$ cat config.mk
export PLATFORM = sky130hd
export DESIGN_NAME = sts_supervisor
export DESIGN_NICKNAME = d
export VERILOG_FILES = /design/src/design/sts_pkg.sv /design/src/design/sts_supervisor.sv
export VERILOG_INCLUDE_DIRS = /design/src /design/src/design
export SDC_FILE = /design/constraint.sdc
export NUM_CORES = 1
export LEC_CHECK = 0
export ABC_AREA = 1
export BUFFER_PORTS_ARGS = -buffer_cell sky130_fd_sc_hd__clkbuf_2
export CORE_MARGIN = 3
export CORE_UTILIZATION = 45
export CTS_BUF_LIST = sky130_fd_sc_hd__clkbuf_8
export DETAILED_ROUTE_END_ITERATION = 10
export GPL_TIMING_DRIVEN = 0
export MAX_ROUTING_LAYER = met4
export PLACE_DENSITY = 0.78
export RECOVER_POWER = 100
export SLEW_MARGIN = 20
export SYNTH_ARGS = -nofsm -noshare
export SYNTH_HDL_FRONTEND = slang
export SYNTH_SLANG_ARGS = --single-unit
$ cat constraint.sdc
create_clock -name mclk_i -period 1.1 [get_ports mclk_i]
set_input_delay 0.165 -clock mclk_i [delete_from_list [all_inputs] [get_ports mclk_i]]
set_output_delay 0.165 -clock mclk_i [all_outputs]
set_load 0.02 [all_outputs]
$ cat src/design/sts_map.svh
/*
 * register offsets, field positions and reset values of the supply and
 * temperature supervisor.
 * assumes: included by the design file only, by bare name.
 */
`ifndef STS_MAP_SVH
`define STS_MAP_SVH

`define STS_ADDR_W          4
`define STS_OFF_MON         4'h0
`define STS_OFF_TEMP        4'h1
`define STS_OFF_IRQ_STAT    4'h2
`define STS_OFF_IRQ_MASK    4'h3
`define STS_OFF_RST_CAUSE   4'h4

`define STS_MON_ON_BIT      0
`define STS_MON_LVL_LO      1
`define STS_MON_LVL_HI      3
`define STS_MON_IMASK_BIT   4
`define STS_MON_FLAG_BIT    5
`define STS_MON_BOPD_BIT    6
`define STS_MON_BOLS_BIT    7
`define STS_TEMP_DIS_BIT    0

`define STS_RC_OT_BIT       0
`define STS_RC_BO_BIT       1

`define STS_IRQ_SUPPLY_BIT  0
`define STS_IRQ_BROWN_BIT   1
`define STS_IRQ_OT_BIT      2
`define STS_IRQ_MSB         2

`define STS_RESET_BYTE      8'h00
`define STS_LVL_RESERVED_LO 3'h6

`endif

$ cat src/design/sts_pkg.sv
/*
 * types of the supply and temperature supervisor.
 * assumes: compiled before the design file.
 */
package sts_pkg;
   typedef logic [7:0] sts_byte_t;
   typedef logic [2:0] sts_level_t;
endpackage

$ cat src/design/sts_supervisor.sv
/*
 * supply voltage monitor, brown-out detector and over-temperature shutdown
 * control and status, with a plain register port and two level interrupts.
 * assumes: comparator inputs are asynchronous; the cpu pulses the vector
 * acknowledge when it runs the supply-low vector; reset handling outside.
 */
// Summary of operation
// bit 0 of the temperature control register disables overtemp shutdown when one.
// every reset returns the overtemp disable bit to zero, enabling shutdown.
// the overtemp flag is set from the comparator only while the disable bit is zero.
// a set overtemp flag forces reset at once, holding ports and interval timer off.
// bits 7..1 of the temperature control register are read-only and read zero.
// bit 0 of the monitor register enables the voltage monitor.
// bits 3..1 choose one of six monitor thresholds, codes 6 and 7 reserved.
// bit 5 flag sets while the enabled monitor sees supply below threshold.
// the supply-low flag clears when the cpu runs its interrupt vector.
// writing one to bit 5 clears the flag, writing zero keeps it.
// bit 4 mask with flag and global enable raises the supply-low request.
// bit 7 picks the brown-out level, zero 1.8 V and one 2.0 V.
// bit 6 keeps brown-out detection running in power-down when one.
// the brown-out flag sets on low supply and holds internal reset while set.
// comparator and sensor inputs pass two flip-flops before use.
`timescale 1ns/1ps
`default_nettype none
`include "sts_map.svh"

module sts_supervisor (
   // clock and reset
   input  wire logic                   mclk_i,
   input  wire logic                   rst_i,
   // register port
   input  wire logic [`STS_ADDR_W-1:0] addr_i,
   input  wire logic [7:0]             wdata_i,
   input  wire logic                   wr_i,
   input  wire logic                   rd_i,
   output logic      [7:0]             rdata_o,
   // cpu side
   input  wire logic                   global_irq_en_i,
   input  wire logic                   supply_vec_ack_i,
   input  wire logic                   powerdown_i,
   output logic                        supply_low_irq_o,
   output logic                        irq_o,
   // analog side
   input  wire logic                   supply_low_cmp_i,
   input  wire logic                   brownout_cmp_i,
   input  wire logic                   overtemp_cmp_i,
   output logic      [2:0]             supply_monitor_level_o,
   output logic                        supply_monitor_on_o,
   output logic                        brownout_level_sel_o,
   output logic                        brownout_det_on_o,
   output logic                        temp_sensor_on_o,
   // reset request and hold-off
   output logic                        internal_reset_o,
   output logic                        periph_hold_o
);

   ////////////////////////////////////////////////////////////////////////
   // synchronisers

   logic supply_low_s;
   logic brownout_s;
   logic overtemp_s;

   // each comparator level passes its own two-stage synchroniser
   sts_sync2 #(
      .RESET_LEVEL (1'b0)
   ) u_sync_low (
      .mclk_i      (mclk_i),
      .rst_i       (rst_i),
      .d_i         (supply_low_cmp_i),
      .q_o         (supply_low_s)
   );

   sts_sync2 #(
      .RESET_LEVEL (1'b0)
   ) u_sync_brown (
      .mclk_i      (mclk_i),
      .rst_i       (rst_i),
      .d_i         (brownout_cmp_i),
      .q_o         (brownout_s)
   );

   sts_sync2 #(
      .RESET_LEVEL (1'b0)
   ) u_sync_hot (
      .mclk_i      (mclk_i),
      .rst_i       (rst_i),
      .d_i         (overtemp_cmp_i),
      .q_o         (overtemp_s)
   );

   ////////////////////////////////////////////////////////////////////////
   // control bits

   logic                 supply_monitor_on;
   sts_pkg::sts_level_t  supply_monitor_level;
   logic                 supply_low_irq_mask;
   logic                 brownout_in_powerdown;
   logic                 brownout_level_sel;
   logic                 overtemp_disable;
   logic                 supply_low_flag;
   logic                 overtemp_reset_flag;
   logic                 brownout_reset_flag;
   logic [2:0]           irq_stat;
   logic [2:0]           irq_mask;

   wire logic wr_mon  = wr_i && (addr_i == `STS_OFF_MON);
   wire logic wr_temp = wr_i && (addr_i == `STS_OFF_TEMP);
   wire logic wr_stat = wr_i && (addr_i == `STS_OFF_IRQ_STAT);
   wire logic wr_mask = wr_i && (addr_i == `STS_OFF_IRQ_MASK);
   wire logic wr_rc   = wr_i && (addr_i == `STS_OFF_RST_CAUSE);

   always_ff @(posedge mclk_i) begin
      if (rst_i) begin
         supply_monitor_on <= 1'b0;
      end else if (wr_mon) begin
         supply_monitor_on <= wdata_i[`STS_MON_ON_BIT];
      end
   end

   always_ff @(posedge mclk_i) begin
      if (rst_i) begin
         supply_monitor_level <= 3'h0;
      end else if (wr_mon) begin
         supply_monitor_level <= wdata_i[`STS_MON_LVL_HI:`STS_MON_LVL_LO];
      end
   end

   always_ff @(posedge mclk_i) begin
      if (rst_i) begin
         supply_low_irq_mask <= 1'b0;
      end else if (wr_mon) begin
         supply_low_irq_mask <= wdata_i[`STS_MON_IMASK_BIT];
      end
   end

   always_ff @(posedge mclk_i) begin
      if (rst_i) begin
         brownout_in_powerdown <= 1'b0;
      end else if (wr_mon) begin
         brownout_in_powerdown <= wdata_i[`STS_MON_BOPD_BIT];
      end
   end

   always_ff @(posedge mclk_i) begin
      if (rst_i) begin
         brownout_level_sel <= 1'b0;
      end else if (wr_mon) begin
         brownout_level_sel <= wdata_i[`STS_MON_BOLS_BIT];
      end
   end

   // overtemp reset clears the disable bit too, since it is an internal reset
   always_ff @(posedge mclk_i) begin
      if (rst_i || overtemp_reset_flag || brownout_reset_flag) begin
         overtemp_disable <= 1'b0;
      end else if (wr_temp) begin
         overtemp_disable <= wdata_i[`STS_TEMP_DIS_BIT];
      end
   end

   ////////////////////////////////////////////////////////////////////////
   // flags

   wire logic supply_low_set = supply_monitor_on && supply_low_s;
   wire logic bo_active      = !powerdown_i || brownout_in_powerdown;
   wire logic brownout_set   = bo_active && brownout_s;
   wire logic overtemp_set   = !overtemp_disable && overtemp_s;

   // set wins over vector acknowledge and over write-one-to-clear
   always_ff @(posedge mclk_i) begin
      if (rst_i) begin
         supply_low_flag <= 1'b0;
      end else if (supply_low_set) begin
         supply_low_flag <= 1'b1;
      end else if (supply_vec_ack_i) begin
         supply_low_flag <= 1'b0;
      end else if (wr_mon && wdata_i[`STS_MON_FLAG_BIT]) begin
         supply_low_flag <= 1'b0;
      end
   end

   // reset cause flags survive the internal reset they cause
   always_ff @(posedge mclk_i) begin
      if (rst_i) begin
         overtemp_reset_flag <= 1'b0;
      end else if (overtemp_set) begin
         overtemp_reset_flag <= 1'b1;
      end else if (wr_rc && wdata_i[`STS_RC_OT_BIT]) begin
         overtemp_reset_flag <= 1'b0;
      end
   end

   always_ff @(posedge mclk_i) begin
      if (rst_i) begin
         brownout_reset_flag <= 1'b0;
      end else if (brownout_set) begin
         brownout_reset_flag <= 1'b1;
      end else if (wr_rc && wdata_i[`STS_RC_BO_BIT]) begin
         brownout_reset_flag <= 1'b0;
      end
   end

   ////////////////////////////////////////////////////////////////////////
   // interrupt status and mask

   logic [2:0] irq_events;
   always_comb begin
      irq_events = 3'h0;
      irq_events[`STS_IRQ_SUPPLY_BIT] = supply_low_set;
      irq_events[`STS_IRQ_BROWN_BIT]  = brownout_set;
      irq_events[`STS_IRQ_OT_BIT]     = overtemp_set;
   end

   // a status bit whose event lands with its clear stays set
   logic [`STS_IRQ_MSB:0] next_irq_stat;
   always_comb begin
      next_irq_stat = irq_stat;
      if (wr_stat) begin
         next_irq_stat = irq_stat & ~wdata_i[`STS_IRQ_MSB:0];
      end
      next_irq_stat = next_irq_stat | irq_events;
   end

   always_ff @(posedge mclk_i) begin
      if (rst_i) begin
         irq_stat <= 3'h0;
      end else begin
         irq_stat <= next_irq_stat;
      end
   end

   always_ff @(posedge mclk_i) begin
      if (rst_i) begin
         irq_mask <= 3'h0;
      end else if (wr_mask) begin
         irq_mask <= wdata_i[`STS_IRQ_MSB:0];
      end
   end

   ////////////////////////////////////////////////////////////////////////
   // outputs

   logic next_supply_irq;
   logic next_irq;
   logic next_reset;
   always_comb begin
      next_supply_irq = supply_low_irq_mask && supply_low_flag && global_irq_en_i;
      next_irq        = |(irq_stat & irq_mask);
      next_reset      = overtemp_reset_flag || brownout_reset_flag;
   end

   // interrupt requests
   always_ff @(posedge mclk_i) begin
      if (rst_i) begin
         supply_low_irq_o <= 1'b0;
         irq_o            <= 1'b0;
      end else begin
         supply_low_irq_o <= next_supply_irq;
         irq_o            <= next_irq;
      end
   end

   // reset request and hold-off of ports and interval timer
   always_ff @(posedge mclk_i) begin
      if (rst_i) begin
         internal_reset_o <= 1'b0;
         periph_hold_o    <= 1'b0;
      end else begin
         internal_reset_o <= next_reset;
         periph_hold_o    <= overtemp_reset_flag;
      end
   end

   // controls of the monitor and brown-out comparators
   always_ff @(posedge mclk_i) begin
      if (rst_i) begin
         supply_monitor_level_o <= 3'h0;
         supply_monitor_on_o    <= 1'b0;
         brownout_level_sel_o   <= 1'b0;
      end else begin
         supply_monitor_level_o <= supply_monitor_level;
         supply_monitor_on_o    <= supply_monitor_on && !overtemp_reset_flag;
         brownout_level_sel_o   <= brownout_level_sel;
      end
   end

   // power of the brown-out detector and the temperature sensor
   always_ff @(posedge mclk_i) begin
      if (rst_i) begin
         brownout_det_on_o <= 1'b0;
         temp_sensor_on_o  <= 1'b0;
      end else begin
         brownout_det_on_o <= bo_active;
         temp_sensor_on_o  <= !overtemp_disable;
      end
   end

   ////////////////////////////////////////////////////////////////////////
   // read port

   sts_pkg::sts_byte_t next_rdata;
   always_comb begin
      next_rdata = `STS_RESET_BYTE;
      unique case (addr_i)
         `STS_OFF_MON: begin
            next_rdata[`STS_MON_ON_BIT]                 = supply_monitor_on;
            next_rdata[`STS_MON_LVL_HI:`STS_MON_LVL_LO] = supply_monitor_level;
            next_rdata[`STS_MON_IMASK_BIT]              = supply_low_irq_mask;
            next_rdata[`STS_MON_FLAG_BIT]               = supply_low_flag;
            next_rdata[`STS_MON_BOPD_BIT]               = brownout_in_powerdown;
            next_rdata[`STS_MON_BOLS_BIT]               = brownout_level_sel;
         end
         `STS_OFF_TEMP: begin
            next_rdata[`STS_TEMP_DIS_BIT] = overtemp_disable;
         end
         `STS_OFF_IRQ_STAT: begin
            next_rdata[`STS_IRQ_MSB:0] = irq_stat;
         end
         `STS_OFF_IRQ_MASK: begin
            next_rdata[`STS_IRQ_MSB:0] = irq_mask;
         end
         `STS_OFF_RST_CAUSE: begin
            next_rdata[`STS_RC_OT_BIT] = overtemp_reset_flag;
            next_rdata[`STS_RC_BO_BIT] = brownout_reset_flag;
         end
         default: begin
            next_rdata = `STS_RESET_BYTE;
         end
      endcase
   end

   always_ff @(posedge mclk_i) begin
      if (rst_i) begin
         rdata_o <= `STS_RESET_BYTE;
      end else if (rd_i) begin
         rdata_o <= next_rdata;
      end else begin
         rdata_o <= `STS_RESET_BYTE;
      end
   end

endmodule

////////////////////////////////////////////////////////////////////////////
// two flip-flop synchroniser for one asynchronous level

module sts_sync2 #(
   parameter logic RESET_LEVEL = 1'b0
) (
   // clock and reset
   input  wire logic mclk_i,
   input  wire logic rst_i,
   // asynchronous level in, clock-domain level out
   input  wire logic d_i,
   output logic      q_o
);

   logic meta;

   // nothing but the second stage may read the first
   always_ff @(posedge mclk_i) begin
      if (rst_i) begin
         meta <= RESET_LEVEL;
         q_o  <= RESET_LEVEL;
      end else begin
         meta <= d_i;
         q_o  <= meta;
      end
   end

endmodule

`default_nettype wire
==> results.py, run 1 <==
metrics = {
    "routing": {
        "drtIter0Drc": 44,
        "num_vias": 1263,
        "viasPerCell": 4.63,
        "wl_um": 3060,
        "wl_per_cell_um": 11.2,
        "first_pass_iters": 4,
        "drc": 0,
        "antenna_left": 0,
    },
    "critical_path": {
        "start_kind": "flop",
        "worst-endpoint-required_ns": 0.94,
        "cp_slowest_stage_delay_ns": 0.32,
        "slowest_stage": "dfxtp_1",
        "cp_max_fo": 1,
        "end_kind": "output pin",
        "r2r_setup_slack_ns": 0.34,
        "crit_arrival_ns": 0.83,
        "cp.buffers_inverters": 1,
        "crit_family": "flip-flops",
        "path_class": "flop to output pin",
        "reg2reg_to": "rdata_o[0]$_SDFF_PP0_",
        "crit_chain": "clkbuf_1",
        "r2r_cells": 4,
        "reg2reg_from": "irq_stat[0]$_SDFF_PP0_",
    },
    "sta": {
        "hold_viol": 0,
        "tightest_slew_ns": 0.542,
        "slew_headroom_pct": 63.9,
        "rsz0062_at_grt": "false",
        "max_freq_mhz": 1010,
        "fin_crit_ns": 0.994,
        "slew_violations": 0,
        "min_period_over_period_pct": 90.4,
        "finClkSkew_ns": 0.00534,
        "hold_ws_ns": 0.0543,
        "setup-tns-final_ns": 0,
        "setup_violations": 0,
    },
    "cts": {
        "cts_buffers": 5,
        "cts_root_buf": "clkbuf_8",
        "clockBufferDepth": 2,
        "hold_buffers": 0,
        "clkLatencyLatePin_ns": 0.29,
        "cts_resized": 0,
        "numClockSinks": 42,
        "cts_tree": "yes",
        "postCtsSetupRepairBufs": 0,
        "cts.clk_slew.worst_paths_ns": 0.07,
        "h-tree-depth": 2,
    },
    "floorplan": {
        "die_h_um": 63.5,
        "coreArea_um2": 3100,
        "io-pin-count": 41,
        "num_rows": 20,
        "die_w_um": 63.5,
        "initial_core_util_pct": 48.0,
        "dieArea_um2": 4030,
    },
    "finish": {
        "most-common-layout-cells": "42 x dfxtp_1, 28 x nor2_1, 27 x inv_1, 23 x nand2_1, 23 x clkbuf_1",
        "final_util_pct": 57.5,
        "layout.nets": 250,
        "post_layout_nonfiller_instances": 273,
        "area_growth_pct": 19.9,
        "n_antenna_cell": 0,
        "layout.cells.most_common": "dfxtp_1",
        "layout-drive-gt1-share_pct": 13.5,
    },
    "global_route": {
        "grt_pass1_wl_um": 5090,
        "grtUsageTotal_pct": 16.5,
        "grt_pass1_vias": 1171,
        "overflow": 0,
        "grt_max_degree": 13,
        "antenna_found_initial": 0,
    },
    "placed_design": {
        "io_buffer_count": 39,
        "dp.cells": 265,
        "hpwlAfterDp_um": 2220,
        "gp_congestion": 0.870,
    },
    "synthesis": {
        "syn_avg_cell_area_um2": 8.18,
        "syn_nets": 204,
        "ys_seq_elements": 42,
        "synthesis.area_um2": 1490,
        "ys_seq_area_share_pct": 56.5,
        "yosysWarningCount": 0,
        "synth_cell_type_count": 17,
        "synthCells": 182,
    },
    "job": {
        "drv.max_cap_violation_count": 0,
    },
    "pwr": {
        "power_mw": 2.75,
        "ir_worst_vdd_v": 0.000939,
        "power_leakage_nw": 0.771,
        "power.density_nw_per_um2": 1540,
    },
    "worst_hold_path": {
        "min_to": "u_sync_brown.meta$_SDFF_PP0_",
        "hp-start": "brownout_cmp_i",
        "min_path_cells": 3,
        "hp-class": "primary input to flop",
    },
    "outcome": {
        "status": "finished clean",
    },
}
==> sequential cells by signal, summed over array words and instances (netlist names), 3 cells and up <==
signal                  cells
supply_monitor_level        3
irq_stat                    3
rdata_o                     8
supply_monitor_level_o      3
irq_mask                    3
==> per-stage QoR <==
stage	worst slack (ns)	cell area, um^2
finish	0.106	1790
global route	0.0633	1790
CTS	0.158	1830
detailed placement	-0.0542	1740
global placement	-0.0492	1740
floorplan	0.216	1490
==> power by group <==
group	internal (mW)	switching [mW]	total (mW)
clock network	0.497	0.488	0.985
logic	0.0637	0.128	0.191
registers	1.56	0.0154	1.57
total	2.12	0.631	2.75
==> cells in the mapped netlist <==
library cell	number	area, um^2
nor2_4	2	22.5
o21ai_0	7	35.0
nand3_1	19	95.1
nor3_1	1	5.00
a21oi_1	16	80.1
nand2_1	23	86.3
inv_1	26	97.6
clkbuf_1	3	11.3
nand3_2	1	10.0
nor2_1	28	105
nand4_1	7	43.8
buf_4	1	7.51
dfxtp_1	42	841
buf_2	1	5.00
nand3_4	1	17.5
o21ai_1	3	15.0
buf_6	1	11.3
==> routing by layer <==
layer | share of wire (%) | global-route usage, % | up-vias
li1 | - | - | 673
met1 | 48 | 19.8 | 553
met2 | 46 | 26.3 | 31
met3 | 5.0 | 4.99 | 6
met4 | 1.4 | 5.93 | 0
met5 | 0 | - | -
==> worst max path at each step <==
stage               slack, ns                             end  cells after the start                                 start
CTS                      0.16            brownout_level_sel_o                      1       brownout_level_sel_o$_SDFF_PP0_
global placement        -0.05  supply_monitor_on$_SDFFE_PP0P_                      6                             addr_i[0]
floorplan                0.22          irq_stat[0]$_SDFF_PP0_                      5                             addr_i[3]
global route             0.06       supply_monitor_level_o[2]                      1  supply_monitor_level_o[2]$_SDFF_PP0_
finish                   0.11             supply_monitor_on_o                      1        supply_monitor_on_o$_SDFF_PP0_
detailed placement      -0.05          irq_stat[0]$_SDFF_PP0_                      6                             addr_i[3]
==> cells by family after synthesis <==
kind of cell,after synthesis,share of synthesized area [%]
buf+inv,32,8.91
compound gates,26,8.74
simple gates,82,25.9
flops,42,56.5
==> cell type report <==
class,count,area (um^2)
Fill cell,348,1320
Sequential cell,42,841
Multi-Input combinational cell,108,498
Timing Repair Buffer,39,170
Inverter,26,97.6
Clock buffer,6,82.6
Tap cell,44,55.1
Buffer,6,32.5
Clock inverter,2,8.76
Note: power is estimated with default switching activity, not from simulation.
==> run 2: changes to the inputs <==
CAP_MARGIN = 30   (was unset)
CTS_BUF_LIST = unset   (was sky130_fd_sc_hd__clkbuf_8)
==> results.py, run 2 (same netlist as run 1, synthesis figures left out) <==
metrics = {
    "global_route": {
        "grt_pass1_wl_um": 5150,
        "grt_max_degree": 13,
        "grt_pass1_vias": 1205,
        "antenna_found_initial": 0,
        "grtUsageTotal_pct": 17.0,
        "overflow": 0,
    },
    "cts": {
        "clkLatencyLatePin_ns": 0.35,
        "cts_resized": 0,
        "cts_buffers": 5,
        "h-tree-depth": 2,
        "cts.clk_slew.worst_paths_ns": 0.11,
        "numClockSinks": 42,
        "clockBufferDepth": 2,
        "hold_buffers": 4,
        "cts_tree": "yes",
        "cts_root_buf": "clkbuf_4",
        "postCtsSetupRepairBufs": 0,
    },
    "finish": {
        "multi_input_area_um2": 500,
        "num-fill-cells": 336,
        "area_growth_pct": 22.3,
        "most-common-layout-cells": "42 x dfxtp_1, 36 x clkbuf_2, 28 x nor2_1, 26 x inv_1, 23 x nand2_1",
        "largest_reg_flops": 8,
        "n_antenna_cell": 0,
        "layout.cells.most_common": "dfxtp_1",
        "layout.nets": 254,
        "fin_area_um2": 1820,
        "layout-drive-gt1-share_pct": 21.0,
        "largest_register": "rdata_o",
        "seq_area_um2": 841,
    },
    "sta": {
        "min_period_over_period_pct": 92.3,
        "max_freq_mhz": 985,
        "setup_violations": 0,
        "slew_headroom_pct": 64.6,
        "finClkSkew_ns": 0.00764,
        "rsz0062_at_grt": "false",
        "postLayoutSetupSlackWorst_ns": 0.0852,
        "slew_violations": 0,
        "tightest_slew_ns": 0.530,
        "fin_crit_ns": 1.01,
        "hold_viol": 0,
        "setup-tns-final_ns": 0,
        "hold_ws_ns": 0.0331,
    },
    "critical_path": {
        "cp_slowest_stage_delay_ns": 0.40,
        "path_class": "primary input to flop",
        "cp_max_fo": 10,
        "crit_arrival_ns": 1.29,
        "slowest_stage": "nor2_2",
        "start_kind": "primary input",
        "crit_chain": "clkbuf_1, nor2_2, buf_4, nand3_1, nor2_1",
        "end_kind": "flop",
        "worst-endpoint-required_ns": 1.38,
    },
    "floorplan": {
        "initial_core_util_pct": 48.0,
        "coreArea_um2": 3100,
        "die_w_um": 63.5,
        "io-pin-count": 41,
        "dieArea_um2": 4030,
        "die_h_um": 63.5,
        "num_rows": 20,
    },
    "placed_design": {
        "dpl_worst_slack_ns": -0.0542,
        "placed_area_um2": 1740,
        "io_buffer_count": 39,
        "gp_congestion": 0.870,
        "hpwlAfterDp_um": 2220,
    },
    "outcome": {
        "status": "finished clean",
    },
    "routing": {
        "wl_um": 3070,
        "num_vias": 1296,
        "drtIter0Drc": 64,
        "wl_per_cell_um": 11.1,
        "viasPerCell": 4.68,
        "antenna_left": 0,
        "first_pass_iters": 4,
        "drc": 0,
    },
    "job": {
        "drv.max_cap_violation_count": 0,
    },
    "pwr": {
        "power_leakage_nw": 0.829,
        "power_mw": 2.55,
        "power.density_nw_per_um2": 1400,
        "ir_worst_vdd_v": 0.000953,
    },
    "worst_hold_path": {
        "hp-class": "primary input to flop",
    },
}
## run 2: cell types whose count changed in the layout (fill, tap and decap cells not counted), moves of 2 or more
cell and delta:
dlygate4sd3_1 +4, clkbuf_8 -5, clkbuf_2 +16, nor2_4 -2
nor2_2 +2, clkbuf_1 -16, clkbuf_4 +5
## run 2: worst max-delay path: cells and delay by family
| kind | cells | cell delay (ns) |
|---|---|---|
| and+or+nand+nor | 3 | 0.78 |
| buffers and inverters | 2 | 0.35 |
## run 2: where the power goes
part           internal [mW]  leakage [nW]  total (mW)  switching (mW)
logic                 0.0750         0.452       0.204           0.129
registers               1.56         0.341        1.57          0.0155
clock network          0.310        0.0353       0.778           0.468
total                   1.94         0.829        2.55           0.612
## run 2: worst paths after layout
kind / from / to / slack (ns) / cells past startpoint
min reg2reg: u_sync_hot.meta$_SDFF_PP0_ / u_sync_hot.q_o$_SDFF_PP0_ / 0.41 / 2
max reg2reg: irq_stat[0]$_SDFF_PP0_ / rdata_o[0]$_SDFF_PP0_ / 0.33 / 4
max: addr_i[3] / rdata_o[7]$_SDFF_PP0_ / 0.09 / 5
min: global_irq_en_i / supply_low_irq_o$_SDFF_PP0_ / 0.03 / 3
## run 2: metal layers
metal	routed length (um)	vias up	part of all wire [%]	global-route usage, %
li1	-	683	-	-
met1	1430	568	47	19.9
met2	1420	39	46	26.1
met3	180	6	5.9	7.13
met4	35	0	1.1	6.20
met5	0	-	0	-
## run 2: metrics by stage
stage | util, % | std cells
floorplan | - | 182
global placement | 56.0 | 265
detailed placement | 56.0 | 265
CTS | 59.3 | 277
global route | 58.7 | 277
finish | 58.7 | 277
## run 2: cell type report
type                    count  share of cell area [%]
plain buffers               6                    1.92
clock buffers               7                    3.02
clock inverters             1                   0.275
inverters                  26                    5.36
multi-input cells         108                    27.5
flip-flops and latches     42                    46.2
well taps                  44                    3.02
repair buffers             43                    12.7
==> run 3: changes to the inputs <==
CORE_UTILIZATION = 50   (was 45)
PLACE_DENSITY = 0.85   (was 0.78)
==> results.py, run 3 (same netlist as run 1, synthesis figures left out) <==
metrics = {
    "floorplan": {
        "coreArea_um2": 2810,
        "num_rows": 19,
        "io-pin-count": 41,
        "initial_core_util_pct": 53.1,
        "die_w_um": 60.6,
        "die_h_um": 60.6,
        "dieArea_um2": 3670,
    },
    "finish": {
        "n_antenna_cell": 0,
        "layout.cells.most_common": "dfxtp_1",
        "largest_register": "rdata_o",
        "largest_reg_flops": 8,
        "fin_area_um2": 1820,
        "layout-drive-gt1-share_pct": 21.0,
        "most-common-layout-cells": "42 x dfxtp_1, 36 x clkbuf_2, 28 x nor2_1, 26 x inv_1, 23 x nand2_1",
        "layout.nets": 254,
        "area_growth_pct": 22.4,
    },
    "pwr": {
        "ir_worst_vdd_v": 0.00107,
        "power.density_nw_per_um2": 1500,
        "power_leakage_nw": 0.832,
        "power_mw": 2.73,
    },
    "sta": {
        "max_freq_mhz": 964,
        "postLayoutSetupSlackWorst_ns": 0.0631,
        "slew_headroom_pct": 64.3,
        "min_period_over_period_pct": 94.3,
        "rsz0062_at_grt": "false",
        "finClkSkew_ns": 0.0138,
        "setup_violations": 0,
        "fin_crit_ns": 1.04,
        "slew_violations": 0,
        "hold_viol": 0,
        "hold_ws_ns": 0.0465,
        "tightest_slew_ns": 0.535,
    },
    "placed_design": {
        "placed_area_um2": 1720,
        "dpl_worst_slack_ns": -0.0592,
        "hpwlAfterDp_um": 2140,
        "gp_congestion": 0.861,
        "io_buffer_count": 39,
    },
    "routing": {
        "wl_um": 2970,
        "first_pass_iters": 4,
        "num_vias": 1319,
        "antenna_left": 0,
        "viasPerCell": 5.00,
        "drc": 0,
        "wl_per_cell_um": 11.2,
        "drtIter0Drc": 44,
    },
    "cts": {
        "clkLatencyLatePin_ns": 0.35,
        "h-tree-depth": 2,
        "numClockSinks": 42,
        "cts_buffers": 5,
        "cts_tree": "yes",
        "postCtsSetupRepairBufs": 0,
        "cts.clk_slew.worst_paths_ns": 0.12,
        "clockBufferDepth": 2,
        "cts_root_buf": "clkbuf_4",
        "cts_resized": 0,
        "hold_buffers": 4,
    },
    "critical_path": {
        "reg2reg_from": "overtemp_reset_flag$_SDFFE_PP0P_",
        "crit_arrival_ns": 1.27,
        "reg2reg_to": "rdata_o[0]$_SDFF_PP0_",
        "cp_max_fo": 10,
        "path_class": "primary input to flop",
        "cp.buffers_inverters": 2,
        "crit_family": "simple AND/OR/NAND/NOR gates",
        "cp_slowest_stage_delay_ns": 0.41,
        "r2r_cells": 4,
        "end_kind": "flop",
        "start_kind": "primary input",
        "r2r_setup_slack_ns": 0.33,
        "slowest_stage": "nor2_2",
        "crit_chain": "clkbuf_1, nor2_2, nand3_4, buf_6, o21ai_0, a21oi_1",
        "worst-endpoint-required_ns": 1.34,
    },
    "worst_hold_path": {
        "hp-class": "primary input to flop",
        "min_to": "supply_low_irq_o$_SDFF_PP0_",
        "min_path_cells": 3,
        "hp-start": "global_irq_en_i",
    },
    "global_route": {
        "grt_pass1_vias": 1086,
        "grt_max_degree": 14,
        "grtUsageTotal_pct": 18.4,
        "overflow": 0,
        "antenna_found_initial": 0,
        "grt_pass1_wl_um": 4770,
    },
    "outcome": {
        "status": "finished clean",
    },
    "job": {
        "drv.max_cap_violation_count": 0,
    },
}
-- run 3: worst max path at each step --
stage	startpoint	end	slack [ns]	depth (start not counted)
2_1_floorplan	addr_i[3]	irq_stat[0]$_SDFF_PP0_	0.22	5
3_3_place_gp	addr_i[0]	supply_monitor_on$_SDFFE_PP0P_	-0.05	6
3_5_place_dp	addr_i[0]	supply_monitor_on$_SDFFE_PP0P_	-0.06	6
4_1_cts	rdata_o[5]$_SDFF_PP0_	rdata_o[5]	0.06	1
5_1_grt	rdata_o[5]$_SDFF_PP0_	rdata_o[5]	0.01	1
6_report	addr_i[0]	supply_monitor_on$_SDFFE_PP0P_	0.06	6
-- run 3: routing by layer --
layer,GRT usage [%],vias to the layer above,part of all wire (%)
li1,-,681,-
met1,22.3,585,43
met2,28.1,49,49
met3,6.81,4,6.9
met4,6.19,0,1.3
met5,-,-,0
-- run 3: worst register-to-register path: stages (launching register included) --
cell and delay (ns):
dfxtp_1 0.35, nand3_1 0.09, nand2_1 0.06, nor2_1 0.14, nor2_1 0.06
-- run 3: power breakdown --
group / total [mW] / internal [mW] / switching [mW]
sequential: 1.57 / 1.56 / 0.0161
clock: 0.950 / 0.480 / 0.471
combinational: 0.202 / 0.0748 / 0.127
total: 2.73 / 2.11 / 0.614
-- run 3: per-stage QoR --
stage	std cells	setup TNS, ns	util, %
after floorplan	182	0	-
after global placement	252	-0.202	61.4
after global routing	264	0	65.0
final	264	0	65.0
after detailed placement	252	-0.328	61.4
after CTS	264	0	65.7
-- run 3: layout make-up --
type	instances	area, um^2
fillers	241	982
flip-flops and latches	42	841
multi-input cells	108	500
repair buffers	43	231
inverters	26	97.6
clock buffers	6	41.3
well taps	31	38.8
clock inverters	2	37.5
plain buffers	6	35.0
